### src/rtl/sbc_consts.vh
/*
 * Constants for the bus sideband control block: register offsets,
 * field positions, reset values and the pin-input vector layout.
 * Assumes inclusion by the sideband design files only.
 */
`ifndef SBC_CONSTS_VH
`define SBC_CONSTS_VH

// register byte offsets
`define SBC_OFF_CTRL 12'h000
`define SBC_OFF_STAT 12'h004

// control fields
`define SBC_CTRL_NUM_ERR_BIT 0
`define SBC_CTRL_EWB_IGN_BIT 3
`define SBC_CTRL_RST 32'h0000_0000

// status fields
`define SBC_ST_FP_PEND 0
`define SBC_ST_FP_ERR 1
`define SBC_ST_FP_WAIT 2
`define SBC_ST_DRAIN 3
`define SBC_ST_GRANT 4
`define SBC_ST_HIT 5
`define SBC_ST_DIRTY 6
`define SBC_ST_PURGE_LAT 7
`define SBC_ST_TEST 8
`define SBC_ST_PSTATE 9

// synchronised pin vector layout
`define SBC_PIN_N 10
`define SBC_PIN_BURST_RDY_N 0
`define SBC_PIN_SNOOP_N 1
`define SBC_PIN_DRAIN_N 2
`define SBC_PIN_HOLD 3
`define SBC_PIN_IGN_N 4
`define SBC_PIN_PURGE_N 5
`define SBC_PIN_RESET 6
`define SBC_PIN_IRQ 7
`define SBC_PIN_MGMT_N 8
`define SBC_PIN_NMI 9
`define SBC_PIN_RST 10'h137

`endif

### src/rtl/sbc_pin_sync.v
/*
 * Three-stage synchroniser for a vector of pin inputs.
 * A bit's output changes only once stages two and three agree.
 * Assumes one clock and an asynchronous active-low reset.
 */
`timescale 1ns/1ps
module sbc_pin_sync #(
    parameter W = 1,
    parameter [W-1:0] RST = {W{1'b0}}
) (
    // clock and reset
    input wire pclk,
    input wire presetn,
    // pins in, filtered levels out
    input wire [W-1:0] d,
    output reg [W-1:0] q
);
    reg [W-1:0] s1;
    reg [W-1:0] s2;
    reg [W-1:0] s3;

    always @(posedge pclk or negedge presetn) begin
        if (!presetn) begin
            s1 <= RST;
            s2 <= RST;
            s3 <= RST;
            q <= RST;
        end else begin
            s1 <= d;
            s2 <= s1;
            s3 <= s2;
            // take the level where the two agree, else keep the old one
            q <= (s2 & s3) | (q & (s2 | s3));
        end
    end
endmodule

### src/rtl/sbc_sideband.v
/*
 * Bus sideband control: write-buffer throttle, bus hold and grant,
 * inquire hit reporting, cache purge request with float-test strap,
 * floating-point error reporting, plus an APB register slave.
 * Assumes the core supplies same-clock cycle and instruction events;
 * pins from the chipset arrive asynchronous and, except warm_restart, are synchronised.
 */
// Decided for this implementation: the placing of the registers and the APB register port.
`timescale 1ns/1ps
`include "sbc_consts.vh"

module sbc_sideband (
    // clock and reset
    input wire pclk,
    input wire presetn,
    // apb slave
    input wire psel,
    input wire penable,
    input wire pwrite,
    input wire [11:0] paddr,
    input wire [31:0] pwdata,
    output reg [31:0] prdata,
    output reg pready,
    output reg pslverr,
    // pins from system logic
    input wire burst_ready_n,
    input wire snoop_addr_strobe_n,
    input wire ext_write_buffer_drained_n,
    input wire bus_hold_req,
    input wire fp_exception_ignore_n,
    input wire cache_purge_n,
    input wire sys_reset,
    input wire maskable_irq,
    input wire sys_mgmt_irq_n,
    input wire nmi_in,
    input wire warm_restart,
    // pins to system logic
    output reg fp_error_out_n,
    output reg bus_yield_grant,
    output reg inquire_hit_n,
    output reg inquire_match_dirty_n,
    output reg bus_float_en,
    output reg float_test_mode,
    // core bus-cycle status
    input wire cyc_active,
    input wire cyc_last_beat,
    input wire cyc_drain_sample,
    input wire cyc_is_writeback,
    input wire cyc_locked,
    // core snoop lookup
    input wire snoop_line_valid,
    input wire snoop_line_dirty,
    input wire snoop_line_wb_busy,
    // core instruction events
    input wire inst_boundary,
    input wire fp_target,
    input wire fp_target_sensitive,
    input wire fp_unmasked_exc,
    input wire fp_env_clear,
    input wire fp_env_load_clear,
    // core purge handshake
    input wire purge_step_done,
    // core controls
    output reg drain_hold_off,
    output reg snoop_wb_start,
    output reg fp_wait,
    output reg fp_proceed,
    output reg fp_vector10,
    output reg purge_wb_req,
    output reg purge_inv_req,
    output reg purge_ack_req
);
    localparam [1:0] P_IDLE = 2'b00;
    localparam [1:0] P_WB = 2'b01;
    localparam [1:0] P_INV = 2'b10;
    localparam [1:0] P_ACK = 2'b11;

    wire [`SBC_PIN_N-1:0] pin_raw;
    wire [`SBC_PIN_N-1:0] pin;
    reg [31:0] ctrl;
    reg drain_wait;
    reg fp_pending;
    reg purge_prev;
    reg purge_latched;
    reg reset_prev;
    reg [1:0] pstate;
    reg [1:0] next_pstate;
    reg next_grant;
    reg [31:0] next_rdata;
    reg next_err;

    wire burst_rdy = ~pin[`SBC_PIN_BURST_RDY_N];
    wire snoop_seen = ~pin[`SBC_PIN_SNOOP_N];
    wire drained = ~pin[`SBC_PIN_DRAIN_N];
    wire hold = pin[`SBC_PIN_HOLD];
    wire ignore = ~pin[`SBC_PIN_IGN_N];
    wire purge = pin[`SBC_PIN_PURGE_N];
    wire rst_in = pin[`SBC_PIN_RESET];
    wire any_irq = pin[`SBC_PIN_IRQ] | ~pin[`SBC_PIN_MGMT_N] | pin[`SBC_PIN_NMI]
        | warm_restart;
    wire num_err_bit = ctrl[`SBC_CTRL_NUM_ERR_BIT];
    wire drain_ignore = ctrl[`SBC_CTRL_EWB_IGN_BIT];
    wire reset_fall = reset_prev & ~rst_in;
    wire last_beat = burst_rdy & cyc_last_beat;
    wire wr_en = psel & penable & pwrite & pready;
    wire setup = psel & ~penable;

    assign pin_raw = {nmi_in, sys_mgmt_irq_n, maskable_irq, sys_reset, cache_purge_n,
        fp_exception_ignore_n, bus_hold_req, ext_write_buffer_drained_n,
        snoop_addr_strobe_n, burst_ready_n};

    // async pins except warm_restart take the same three-stage path
    sbc_pin_sync #(
        .W(`SBC_PIN_N),
        .RST(`SBC_PIN_RST)
    ) u_sync (
        .pclk(pclk),
        .presetn(presetn),
        .d(pin_raw),
        .q(pin)
    );

    function is_offset;
        input [11:0] a;
        input [11:0] off;
        begin
            is_offset = (a[11:2] == off[11:2]);
        end
    endfunction

    // apb read mux and decode
    always @* begin
        next_rdata = 32'h0000_0000;
        next_err = 1'b0;
        if (is_offset(paddr, `SBC_OFF_CTRL)) begin
            next_rdata = ctrl;
        end else if (is_offset(paddr, `SBC_OFF_STAT)) begin
            next_rdata[`SBC_ST_FP_PEND] = fp_pending;
            next_rdata[`SBC_ST_FP_ERR] = ~fp_error_out_n;
            next_rdata[`SBC_ST_FP_WAIT] = fp_wait;
            next_rdata[`SBC_ST_DRAIN] = drain_wait;
            next_rdata[`SBC_ST_GRANT] = bus_yield_grant;
            next_rdata[`SBC_ST_HIT] = ~inquire_hit_n;
            next_rdata[`SBC_ST_DIRTY] = ~inquire_match_dirty_n;
            next_rdata[`SBC_ST_PURGE_LAT] = purge_latched;
            next_rdata[`SBC_ST_TEST] = float_test_mode;
            next_rdata[`SBC_ST_PSTATE+1:`SBC_ST_PSTATE] = pstate;
        end else begin
            next_err = 1'b1;
        end
    end

    // one wait-free access phase: answer ready on the first access cycle
    always @(posedge pclk or negedge presetn) begin
        if (!presetn) begin
            pready <= 1'b0;
            pslverr <= 1'b0;
            prdata <= 32'h0000_0000;
            ctrl <= `SBC_CTRL_RST;
        end else begin
            pready <= setup;
            pslverr <= setup & next_err;
            prdata <= (setup & ~pwrite) ? next_rdata : 32'h0000_0000;
            if (wr_en & is_offset(paddr, `SBC_OFF_CTRL)) begin
                ctrl <= 32'h0000_0000;
                ctrl[`SBC_CTRL_NUM_ERR_BIT] <= pwdata[`SBC_CTRL_NUM_ERR_BIT];
                ctrl[`SBC_CTRL_EWB_IGN_BIT] <= pwdata[`SBC_CTRL_EWB_IGN_BIT];
            end
        end
    end

    // write-buffer throttle
    always @(posedge pclk or negedge presetn) begin
        if (!presetn) begin
            drain_wait <= 1'b0;
            drain_hold_off <= 1'b0;
        end else if (drain_ignore) begin
            drain_wait <= 1'b0;
            drain_hold_off <= 1'b0;
        end else if (drain_wait) begin
            // resampled every clock while negated; ignored again once drained
            if (drained) begin
                drain_wait <= 1'b0;
                drain_hold_off <= 1'b0;
            end
        end else if (burst_rdy & cyc_drain_sample) begin
            drain_wait <= ~drained;
            drain_hold_off <= ~drained;
        end
    end

    // bus yield: grant and float flops share the same next value
    always @* begin
        next_grant = bus_yield_grant;
        if (!hold) begin
            next_grant = 1'b0;
        end else if (!bus_yield_grant && !cyc_locked) begin
            if (!cyc_active || last_beat) begin
                next_grant = 1'b1;
            end
        end
    end

    // no reset but the apb reset clears grant, so hold works through sys_reset
    always @(posedge pclk or negedge presetn) begin
        if (!presetn) begin
            bus_yield_grant <= 1'b0;
            bus_float_en <= 1'b0;
        end else begin
            bus_yield_grant <= next_grant;
            bus_float_en <= next_grant;
        end
    end

    // inquire response
    always @(posedge pclk or negedge presetn) begin
        if (!presetn) begin
            inquire_hit_n <= 1'b1;
            inquire_match_dirty_n <= 1'b1;
            snoop_wb_start <= 1'b0;
        end else begin
            snoop_wb_start <= 1'b0;
            if (snoop_seen && inquire_match_dirty_n) begin
                // strobe ignored while dirty is shown
                inquire_hit_n <= ~snoop_line_valid;
                inquire_match_dirty_n <= ~snoop_line_dirty;
                snoop_wb_start <= snoop_line_dirty & ~snoop_line_wb_busy;
            end else if (!inquire_match_dirty_n && cyc_is_writeback && last_beat) begin
                inquire_match_dirty_n <= 1'b1;
            end
        end
    end

    // floating-point error tracking
    always @(posedge pclk or negedge presetn) begin
        if (!presetn) begin
            fp_pending <= 1'b0;
            fp_error_out_n <= 1'b1;
            fp_wait <= 1'b0;
            fp_proceed <= 1'b0;
            fp_vector10 <= 1'b0;
            reset_prev <= 1'b0;
        end else begin
            reset_prev <= rst_in;
            fp_proceed <= 1'b0;
            fp_vector10 <= 1'b0;
            if (fp_unmasked_exc) begin
                fp_pending <= 1'b1;
            end else if (fp_env_clear || fp_env_load_clear || reset_fall) begin
                fp_pending <= 1'b0;
            end
            if (fp_env_clear || fp_env_load_clear || reset_fall) begin
                fp_error_out_n <= 1'b1;
            end else if (inst_boundary && fp_target && fp_pending) begin
                fp_error_out_n <= 1'b0;
            end
            if (fp_wait) begin
                // level sampled each clock; any release ends the stall
                if (ignore) begin
                    fp_wait <= 1'b0;
                    fp_proceed <= 1'b1;
                end else if (any_irq) begin
                    fp_wait <= 1'b0;
                end
            end else if (inst_boundary && fp_target) begin
                if (!fp_pending || !fp_target_sensitive) begin
                    fp_proceed <= 1'b1;
                end else if (num_err_bit) begin
                    fp_vector10 <= 1'b1;
                end else if (ignore) begin
                    fp_proceed <= 1'b1;
                end else begin
                    fp_wait <= 1'b1;
                end
            end
        end
    end

    // strap and purge latch
    always @(posedge pclk or negedge presetn) begin
        if (!presetn) begin
            purge_prev <= 1'b1;
            purge_latched <= 1'b0;
            float_test_mode <= 1'b0;
        end else begin
            purge_prev <= purge;
            if (reset_fall) begin
                // value from the edge before reset was seen negated
                float_test_mode <= ~purge_prev;
                purge_latched <= 1'b0;
            end else if (!rst_in && !float_test_mode) begin
                if (purge_prev && !purge) begin
                    purge_latched <= 1'b1;
                end else if (pstate == P_IDLE && inst_boundary) begin
                    purge_latched <= 1'b0;
                end
            end
        end
    end

    // purge sequence: writeback, invalidate, then acknowledge cycle
    always @* begin
        next_pstate = pstate;
        case (pstate)
            P_IDLE: begin
                if (purge_latched && inst_boundary) begin
                    next_pstate = P_WB;
                end
            end
            P_WB: begin
                if (purge_step_done) begin
                    next_pstate = P_INV;
                end
            end
            P_INV: begin
                if (purge_step_done) begin
                    next_pstate = P_ACK;
                end
            end
            P_ACK: begin
                if (purge_step_done) begin
                    next_pstate = P_IDLE;
                end
            end
            default: begin
                next_pstate = P_IDLE;
            end
        endcase
    end

    always @(posedge pclk or negedge presetn) begin
        if (!presetn) begin
            pstate <= P_IDLE;
            purge_wb_req <= 1'b0;
            purge_inv_req <= 1'b0;
            purge_ack_req <= 1'b0;
        end else begin
            pstate <= next_pstate;
            purge_wb_req <= (next_pstate == P_WB);
            purge_inv_req <= (next_pstate == P_INV);
            purge_ack_req <= (next_pstate == P_ACK);
        end
    end
endmodule

### config.mk
export PLATFORM = sky130hd
export DESIGN_NAME = sbc_sideband
export DESIGN_NICKNAME = d
export VERILOG_FILES = /design/src/rtl/sbc_pin_sync.v /design/src/rtl/sbc_sideband.v
export VERILOG_INCLUDE_DIRS = /design/src /design/src/rtl
export SDC_FILE = /design/constraint.sdc
export NUM_CORES = 1
export LEC_CHECK = 0
export ABC_AREA = 1
export BUFFER_PORTS_ARGS = -buffer_cell sky130_fd_sc_hd__buf_2
export CORE_UTILIZATION = 50
export CTS_CLUSTER_SIZE = 12
export DETAILED_ROUTE_END_ITERATION = 6
export GPL_TIMING_DRIVEN = 0
export PLACE_DENSITY = 0.95
export SKIP_LAST_GASP = 1
export SYNTH_ARGS = -nofsm -noshare
export SYNTH_HDL_FRONTEND = slang
export SYNTH_SLANG_ARGS = --single-unit
### constraint.sdc
create_clock -name pclk -period 2.27 [get_ports pclk]
set_clock_uncertainty 0.15 [all_clocks]
set_input_delay 0.681 -clock pclk [delete_from_list [all_inputs] [get_ports pclk]]
set_output_delay 0.681 -clock pclk [all_outputs]
set_load 0.01 [all_outputs]
==> Word level (Yosys, flattened, before mapping) <==
Index checks and enable logic that the tools add are counted.
{ "totals": {"out_inout_bits": 48, "latchBits": 0, "in_bits": 75, "romBits": 0, "ram_bits": 0, "mem_count": 0, "ff_bits": 75} }
{ "op_classes": {"n_shift": 0, "muxes": 48, "n_mul": 0, "reduce_logical": 34, "add_sub_neg": 0, "n_bitwise": 31, "order_cmp": 0, "n_eq_ne": 10, "div": 0} }
{ "op_table": {"columns": ["cell", "n"], "rows": [
  ["two-way mux 1 bit", 40],
  ["two-way mux 11 bit", 3],
  ["bitwise AND 10 bit", 2],
  ["bitwise OR 10 bit", 2],
  ["inverter 1 bit", 13],
  ["bitwise AND 1 bit", 11],
  ["equality test 10 x 1 -> 1 bit, second input constant", 1],
  ["logical AND 1 bit", 10],
  ["logical NOT 10 bit", 1],
  ["logical NOT 1 bit", 9],
  ["equality test 2 bit, second input constant", 4],
  ["two-way mux 2 bit", 4],
  ["one-hot mux 2 bit (4 select lines)", 1],
  ["nonzero test 2 bit", 4],
  ["AND reduction 2 bit", 3],
  ["nonzero test 3 bit", 2],
  ["equality test 2 x 1 -> 1 bit, second input constant", 2],
  ["logical OR 1 bit", 4],
  ["!= test 2 bit, second input constant", 2],
  ["!= test 3 bit, second input constant", 1],
  ["bitwise OR 1 bit", 3],
  ["logical NOT 2 bit", 1]
]} }

==> Depth between registers and ports, before layout <==
Gate-level depths: netlist (run 1).
{ "depth": {"depth_word": 7, "depth_mapped": 6} }

==> Modules after synthesis <==
Synthesis (run 1) repeated with hierarchy kept, for this count alone.
{ "unflattened": {"hier_cells": 261, "area_unflattened_um2": 2860.2} }
{ "modules_own_cells": {"columns": ["mod", "area_per_inst_um2", "seq_area_each_um2", "cells_per_inst", "instances"], "rows": [
  ["sbc_sideband", 1666.6, 880.8, 181, 1],
  ["sbc_pin_sync", 1193.6, 1031.0, 80, 1]
]} }

==> Worst setup path after synthesis (run 1) <==
Ideal clock, no wire load.
{ "synth_path": {"path_type": "input to register", "startpoint": "in paddr[7]", "endpoint": "reg prdata[0]", "required_ns": 2.004, "slack_ns": 0.738, "stages": 6, "t_arrival_ns": 1.266, "setup_ns": 0.116, "cell_sequence": "nor2_2 > nand2_2 > nor2_8 > nand2_4 > nor2_2 > nor2_1"} }
{ "synth_between": {"elab_chain_cells": 4, "elab_cells_between_ends": 5} }
{ "synth_rtl": {"columns": ["element", "line", "source"], "rows": [
  ["start, declared", "sbc_sideband.v:20", "input wire [11:0] paddr,"],
  ["equality test 10 x 1 -> 1 bit", "sbc_sideband.v:127", "is_offset = (a[11:2] == off[11:2]);"],
  ["two-way mux 11 bit", "sbc_sideband.v:137", "end else if (is_offset(paddr, `SBC_OFF_STAT)) begin"],
  ["two-way mux 11 bit (*)", "sbc_sideband.v:135", "if (is_offset(paddr, `SBC_OFF_CTRL)) begin"],
  ["two-way mux 11 bit (*)", "sbc_sideband.v:163", "prdata <= (setup & ~pwrite) ? next_rdata : 32'h0000_0000;"],
  ["end signal, assigned", "sbc_sideband.v:163", null],
  ["end, declared", "sbc_sideband.v:22", "output reg [31:0] prdata,"]
]} }
Every way passes the cells marked *; elsewhere a longest branch is shown, timed or not.
A chain may end at the register's enable or synchronous reset.

==> results by group, run 1 <==
Global routing
  – Initial antenna violation count: 0
  – GRT Residual Overflow: 0
  – M1 GR Usage: 0.191
  – GR peak layer: met2
  – Total GRT Usage: 0.174
  – First-pass GRT wire length: 7.85 mm
  – Largest net degree at the start of global routing: 76
  – Met3 Track Usage GR: 0.0345
  – Vias in the first global route: 1823
  – Met2 GRT Util: 0.297

Placement
  – DP HPWL: 3.24 mm
  – Number of port buffers: 69
  – Pre-CTS setup slack: 0.551 ns
  – Final Wtd Congestion: 0.801

Critical path
  – WP data arrival: 1.03 ns
  – Worst path required time: 1.44 ns
  – Endpoint class of the critical path: output pin
  – Startpoint Class: flop
  – Reg-to-reg critical path endpoint: purge_wb_req
  – Worst-path maximum fanout: 4
  – Crit Path Category: reg -> out
  – Setup slack, reg-to-reg: 1.02 ns
  – RR Startpoint: pstate[1]
  – Reg2reg path depth: 6

Timing
  – Crit share post-route: 0.822
  – Slew @ Worst Pin: 0.869 ns
  – Minimum clock period: 1.86 ns
  – RSZ-0062 raised after global routing: no
  – Final hold slack: 0.201 ns
  – Setup_tns: 0 ns
  – Final worst slack: 0.405 ns
  – Achievable Freq: 0.536 GHz
  – Final setup fails: 0
  – Max_slew headroom: 0.421
  – Max-slew violation count: 0
  – Final count of hold timing violations: 0

Yosys
  – Gate Count Post-Synth: 236
  – Syn. warnings: 0
  – Synth cell types: 23
  – Mapped cell area: 2790 um2
  – Post-synthesis sequential area ratio: 0.684
  – Syn avg cell area: 11.8 um2
  – Yosys reg bits: 75

Clock tree
  – CTS buffer count: 9
  – CTS sink count: 75
  – Clock Latency Late Sink: 0.33 ns
  – Root buf cell: clkbuf_8
  – H-Tree Depth: 3
  – TritonCTS clock tree: yes
  – Reg clk slew, reported paths: 0.07 ns
  – Clk buf depth: 2
  – Post-CTS sizing: 0
  – Postcts setup bufs: 0
  – Post-CTS Hold Fix Bufs: 0

Final layout
  – Fill cells: 398
  – Area growth from synthesis to layout: 25.5%
  – Layout Nets: 411
  – Layout cells sized above 1: 0.425
  – Diodes inserted: 0

Route
  – DRC Markers: 0
  – Vias: 1863
  – Antenna viol nets, final: 0
  – WL final: 4.50 mm
  – Routed wire per std cell: 11.0 um
  – Router iterations before antenna repair: 5
  – DR vias/cell: 4.53
  – DR iter-0 viols: 112

Power and ir drop
  – Peak VDD IR: 0.526 mV
  – PD cells: 848 nW/um2
  – Leak: 0.00184 uW

Die
  – IO Count: 123
  – DIE AREA: 5890 um2
  – Row count: 26
  – Die Ht: 76.8 um
  – Core Footprint: 5240 um2
  – Die Span X: 76.8 um
  – Initial Util: 0.533

Run
  – Max-cap viol count: 0

Worst hold path
  – Hold path start: u_sync.s1[6]
  – Hold Crit Endpoint: u_sync.s2[6]
  – Hold Path Class: reg -> reg
  – Worst hold path cell count: 0

Run status
  – Outcome: completed
layout make-up:
type | count | area, um2 | share of cell area
Sequential cell | 75 | 1910 | 0.545
Multi-Input combinational cell | 137 | 706 | 0.201
Clock buffer | 10 | 138 | 0.0393
Tap cell | 70 | 87.6 | 0.0250
Timing Repair Buffer | 69 | 348 | 0.0992
Inverter | 21 | 78.8 | 0.0225
Clock inverter | 6 | 63.8 | 0.0182
Buffer | 23 | 173 | 0.0493
critical path, stage by stage, from the launching register on:
cell and delay (ns):
dfrtp_1 0.43, buf_4 0.15, buf_2 0.13
routing by layer:
layer,routed length [um],up-vias,share of wire
li1,-,910,-
met1,1790,862,0.40
met4,140,0,0.031
met3,293,12,0.065
met2,2280,79,0.51
met5,0,-,0
worst max-delay path by stage:
| stage | start | endpoint | slack [ns] | cells past startpoint |
|---|---|---|---|---|
| floorplan | paddr[7] | prdata[0] | 0.74 | 6 |
| global placement | presetn | u_sync.s1[9] | 0.05 | 1 |
| detailed placement | paddr[2] | ctrl[3] | 0.55 | 5 |
| CTS | bus_float_en | bus_yield_grant | 0.38 | 2 |
| global route | bus_float_en | bus_yield_grant | 0.36 | 2 |
| finish | bus_float_en | bus_yield_grant | 0.41 | 2 |
per-stage QoR:
step / instances / utilization / total power [uW] / instance area, um2
3_5_place_dp: 395 / 0.631 / 1990 / 3300
4_1_cts: 411 / 0.669 / 3010 / 3510
5_1_grt: 411 / 0.669 / 3130 / 3510
6_report: 411 / 0.669 / 2970 / 3510
2_1_floorplan: 256 / - / 1810 / 2870
3_3_place_gp: 395 / 0.630 / 1960 / 3300
cell families after synthesis:
kind of cell | after synthesis | synth area share
buffers and inverters | 44 | 0.0900
other | 1 | 0.00134
adders and majority gates | 10 | 0.0358
DFF | 75 | 0.684
and+or+nand+nor | 90 | 0.155
AOI/OAI and AO/OA | 16 | 0.0336
flip-flops by register name, indices dropped and copies added (netlist names), 2 cells and up:
register	count
u_sync.q	10
ctrl	2
u_sync.s1	10
u_sync.s3	10
prdata	11
u_sync.s2	10
pstate	2
power breakdown:
| group | internal (uW) | total [uW] | switching (uW) |
|---|---|---|---|
| combinational | 162 | 392 | 230 |
| clock | 537 | 1010 | 471 |
| sequential | 1500 | 1570 | 77.2 |
| total | 2200 | 2970 | 778 |
synthesized netlist by cell type:
library cell / instances / area, um2
dfrtp_1: 47 / 1180
nor2_1: 30 / 113
dfstp_2: 28 / 736
nand2_1: 27 / 101
buf_4: 23 / 173
inv_1: 21 / 78.8
nand3_1: 18 / 90.1
maj3_1: 10 / 100
a21oi_1: 6 / 30.0
nand4_1: 5 / 31.3
o21ai_0: 4 / 20.0
nor2_2: 3 / 18.8
a21boi_0: 2 / 15.0
nand2_2: 2 / 12.5
o21bai_1: 2 / 15.0
a31oi_1: 1 / 6.26
conb_1: 1 / 3.75
nand2_4: 1 / 11.3
nand3_4: 1 / 17.5
nand3b_1: 1 / 7.51
nor2_8: 1 / 20.0
nor3_2: 1 / 10.0
o21a_1: 1 / 7.51
layout by cell type, fill, tap and decap left out:
master and count:
clkinvlp_4 2, nor2_2 3, inv_6 1, a31oi_1 1
nand2_1 27, nand3_1 18, clkinv_2 2, o21bai_1 2
bufinv_16 1, nor3_2 1, nand3_4 1, buf_2 68
nand3b_1 1, o21ai_0 4, conb_1 21, nand2_4 1
dfstp_2 28, buf_4 24, inv_1 21, clkbuf_8 10
nor2_1 30, nand2_2 2, maj3_1 10, nand4_1 5
o21a_1 1, dfrtp_1 47, a21boi_0 2, a21oi_1 6
nor2_8 1
Note: power is estimated with default switching activity, not from simulation.
==> inputs of run 2 (changes only) <==
Settings changed: ABC_AREA 1 to 0, CORE_UTILIZATION 50 to 46, PLACE_DENSITY 0.95 to 0.9.
Clock period 2.27 ns to 1.8 ns, I/O delays scaled along.
==> results by group, run 2 <==
Run status
  – Outcome: complete, but fails checks
  – Failing checks: negative setup slack

Clock tree
  – CTS buffer count: 9 (unchanged)
  – CTS sink count: 75 (unchanged)
  – H-Tree Depth: 3 (unchanged)
  – Clock Latency Late Sink: 0.34 ns (about the same)
  – Clk buf depth: 2 (unchanged)
  – Reg clk slew, reported paths: 0.08 ns (about the same)
  – Root buf cell: clkbuf_8
  – Postcts setup bufs: 0 (unchanged)
  – TritonCTS clock tree: yes

Final layout
  – Most used cells in the layout excluding fill and tap cells: buf_2, dfrtp_1, dfstp_2
  – Post-route cell area: 3490 um2 (-0.46%)
  – Area growth from synthesis to layout: 29.7%
  – Most flops, register: prdata
  – Non-Filler Instances: 363 (-12%)
  – Layout cells sized above 1: 0.502 (+0.0765)
  – Diodes inserted: 0 (unchanged)
  – Largest register FFs: 11 (unchanged)
  – Most common cell after layout, fill and taps aside: buf_2
  – Layout Nets: 361 (-12%)

Die
  – Die Span X: 78.5 um (+2.2%)
  – Initial Util: 0.483 (-0.0508)
  – IO Count: 123 (unchanged)
  – DIE AREA: 6160 um2 (+4.5%)
  – Core Footprint: 5570 um2 (+6.4%)
  – Row count: 27 (+3.8%)
  – Die Ht: 78.5 um (+2.2%)

Global routing
  – Vias in the first global route: 1661 (-8.9%)
  – Largest net degree at the start of global routing: 76 (unchanged)
  – GRT Residual Overflow: 0 (unchanged)
  – Total GRT Usage: 0.159 (-0.0152)
  – Initial antenna violation count: 0 (unchanged)
  – First-pass GRT wire length: 7.19 mm (-8.4%)

Route
  – Antenna viol nets, final: 0 (unchanged)
  – Vias: 1665 (-11%)
  – Router iterations before antenna repair: 4 (-1)
  – Routed wire per std cell: 12.2 um (+12%)
  – WL final: 4.44 mm (-1.4%)
  – DRC Markers: 0 (unchanged)
  – DR iter-0 viols: 49 (-56%)
  – DR vias/cell: 4.59 (+1.2%)

Yosys
  – Yosys reg bits: 75 (unchanged)
  – Async set-or-reset flop fraction in the synthesized netlist: 1.00 (unchanged)
  – Largest area contributor in the synthesized netlist: dfrtp_1
  – Top cell type's share of synthesized area: 0.437 (+0.0163)
  – Gate Count Post-Synth: 187 (-21%)
  – Post-synth EDFFs: 0 (unchanged)
  – Most frequent cell after synthesis: dfrtp_1
  – Syn. warnings: 0 (unchanged)
  – Synth cell count leaders: dfrtp_1, dfstp_2, buf_4
  – Main synth FF type: dfrtp_1
  – Mapped cell area: 2690 um2 (-3.7%)
  – Post-synthesis sequential area ratio: 0.711 (+0.0264)
  – Synth cell types: 40 (+74%)
  – Synth top area cells: dfrtp_1, dfstp_2, buf_4
  – Syn avg cell area: 14.4 um2 (+22%)

Timing
  – Final hold slack: 0.147 ns (-0.0542 ns)
  – Max-slew violation count: 0 (unchanged)
  – Final worst slack: -0.0220 ns (-0.427 ns)
  – Crit share post-route: 1.01
  – RSZ-0062 raised after global routing: yes
  – Achievable Freq: 0.549 GHz
  – Minimum clock period: 1.82 ns
  – Slew @ Worst Pin: 0.871 ns (+0.00196 ns)
  – Max_slew headroom: 0.419 (-0.00131)
  – Final setup fails: 9 (+9)
  – Final count of hold timing violations: 0 (unchanged)

Worst hold path
  – Worst hold path cell count: 1 (+1)
  – Hold Path Class: in -> reg

Critical path
  – Endpoint class of the critical path: flop
  – Worst-path maximum fanout: 6 (+2)
  – Reg2reg path depth: 3 (-3)
  – Startpoint Class: input port
  – Worst path required time: 1.93 ns (+0.49 ns)
  – Crit Path Category: in -> reg
  – WP data arrival: 1.95 ns (+0.92 ns)

Placement
  – Final Wtd Congestion: 0.732 (-8.6%)
  – Number of port buffers: 69 (unchanged)
  – DP Cell Count: 348 (-12%)
  – DP HPWL: 3.14 mm (-3.1%)
  – Post-placement cell area: 3230 um2 (-2.4%)

Power and ir drop
  – Leak: 0.00172 uW (-6.6%)
  – PD cells: 1090 nW/um2 (+29%)
  – Peak VDD IR: 0.617 mV (+17%)
  – Overall power: 3810 uW (+28%)

Run
  – Max-cap viol count: 0 (unchanged)
-- run 2: cell count changes after synthesis, moves of 6 or more --
| cell | delta |
|---|---|
| and2_1 | +6 |
| inv_1 | -16 |
| nand3_1 | -16 |
| nand2b_1 | +6 |
| nor4_1 | +7 |
| nor2_1 | -29 |
| nand2_1 | -19 |
-- run 2: area by class of cell --
class	count	area (um2)
Clock buffer	11	151
Fill cell	435	2080
Inverter	5	18.8
Clock inverter	5	60.1
Buffer	22	165
Timing Repair Buffer	69	360
Multi-Input combinational cell	104	732
Tap cell	72	90.1
Sequential cell	75	1910
-- run 2: metrics by stage --
step	setup WS [ns]	utilization	TNS (ns)
6_report	-0.0220	0.626	-0.0977
5_1_grt	-0.0357	0.626	-0.231
4_1_cts	-0.0214	0.621	-0.0412
3_5_place_dp	-0.554	0.579	-5.95
3_3_place_gp	-0.451	0.578	-19.85
2_1_floorplan	-0.215	-	-1.90
-- run 2: path summary, 6_finish.rpt --
| check | startpoint | to | slack [ns] |
|---|---|---|---|
| max | paddr[9] | prdata[7] | -0.02 |
| min | sys_mgmt_irq_n | u_sync.s1[8] | 0.15 |
| max reg2reg | pready | ctrl[3] | 0.35 |
| min reg2reg | u_sync.s1[3] | u_sync.s2[3] | 0.20 |
| min in group asynchronous | presetn | prdata[9] | 0.16 |
| max in group asynchronous | presetn | drain_hold_off | 0.76 |
-- run 2: power breakdown --
part           switching [uW]  total, uW  internal, uW
clock network             587       1310           720
registers                 124       2020          1900
logic                     245        481           235
total                     957       3810          2850
-- run 2: layer usage --
| metal | routed length, um | GRT usage | part of all wire | vias up |
|---|---|---|---|---|
| li1 | - | - | - | 798 |
| met1 | 1760 | 0.176 | 0.40 | 768 |
| met2 | 2190 | 0.270 | 0.49 | 86 |
| met3 | 340 | 0.0500 | 0.077 | 13 |
| met4 | 145 | 0.0907 | 0.033 | 0 |
| met5 | 0 | 0 | 0 | - |
-- run 2: critical path, cell delays in order --
cell and delay [ns]:
buf_6 0.09, or4_4 0.57, nor4_2 0.54, and2_1 0.21
-- run 2: cell families (layout without fill, tap and decap cells) --
group | Yosys count | in the layout | synth area share
buffers and inverters | 28 | 112 | 0.0702
XOR/XNOR | 1 | 1 | 0.00326
AO/OA/AOI/OAI | 18 | 18 | 0.0442
flip-flops | 75 | 75 | 0.711
other | 1 | 21 | 0.00139
AND/OR/NAND/NOR | 50 | 50 | 0.117
multiplexers | 4 | 4 | 0.0158
adder cells (fa/ha/maj) | 10 | 10 | 0.0372
-- run 2: repair_timing --
action	CTS	global route
endpoints found under the hold margin	0	0
endpoints found under the setup margin	9	10
pin swaps	3	2
hold buffers	0	0
gates resized for setup	5	4
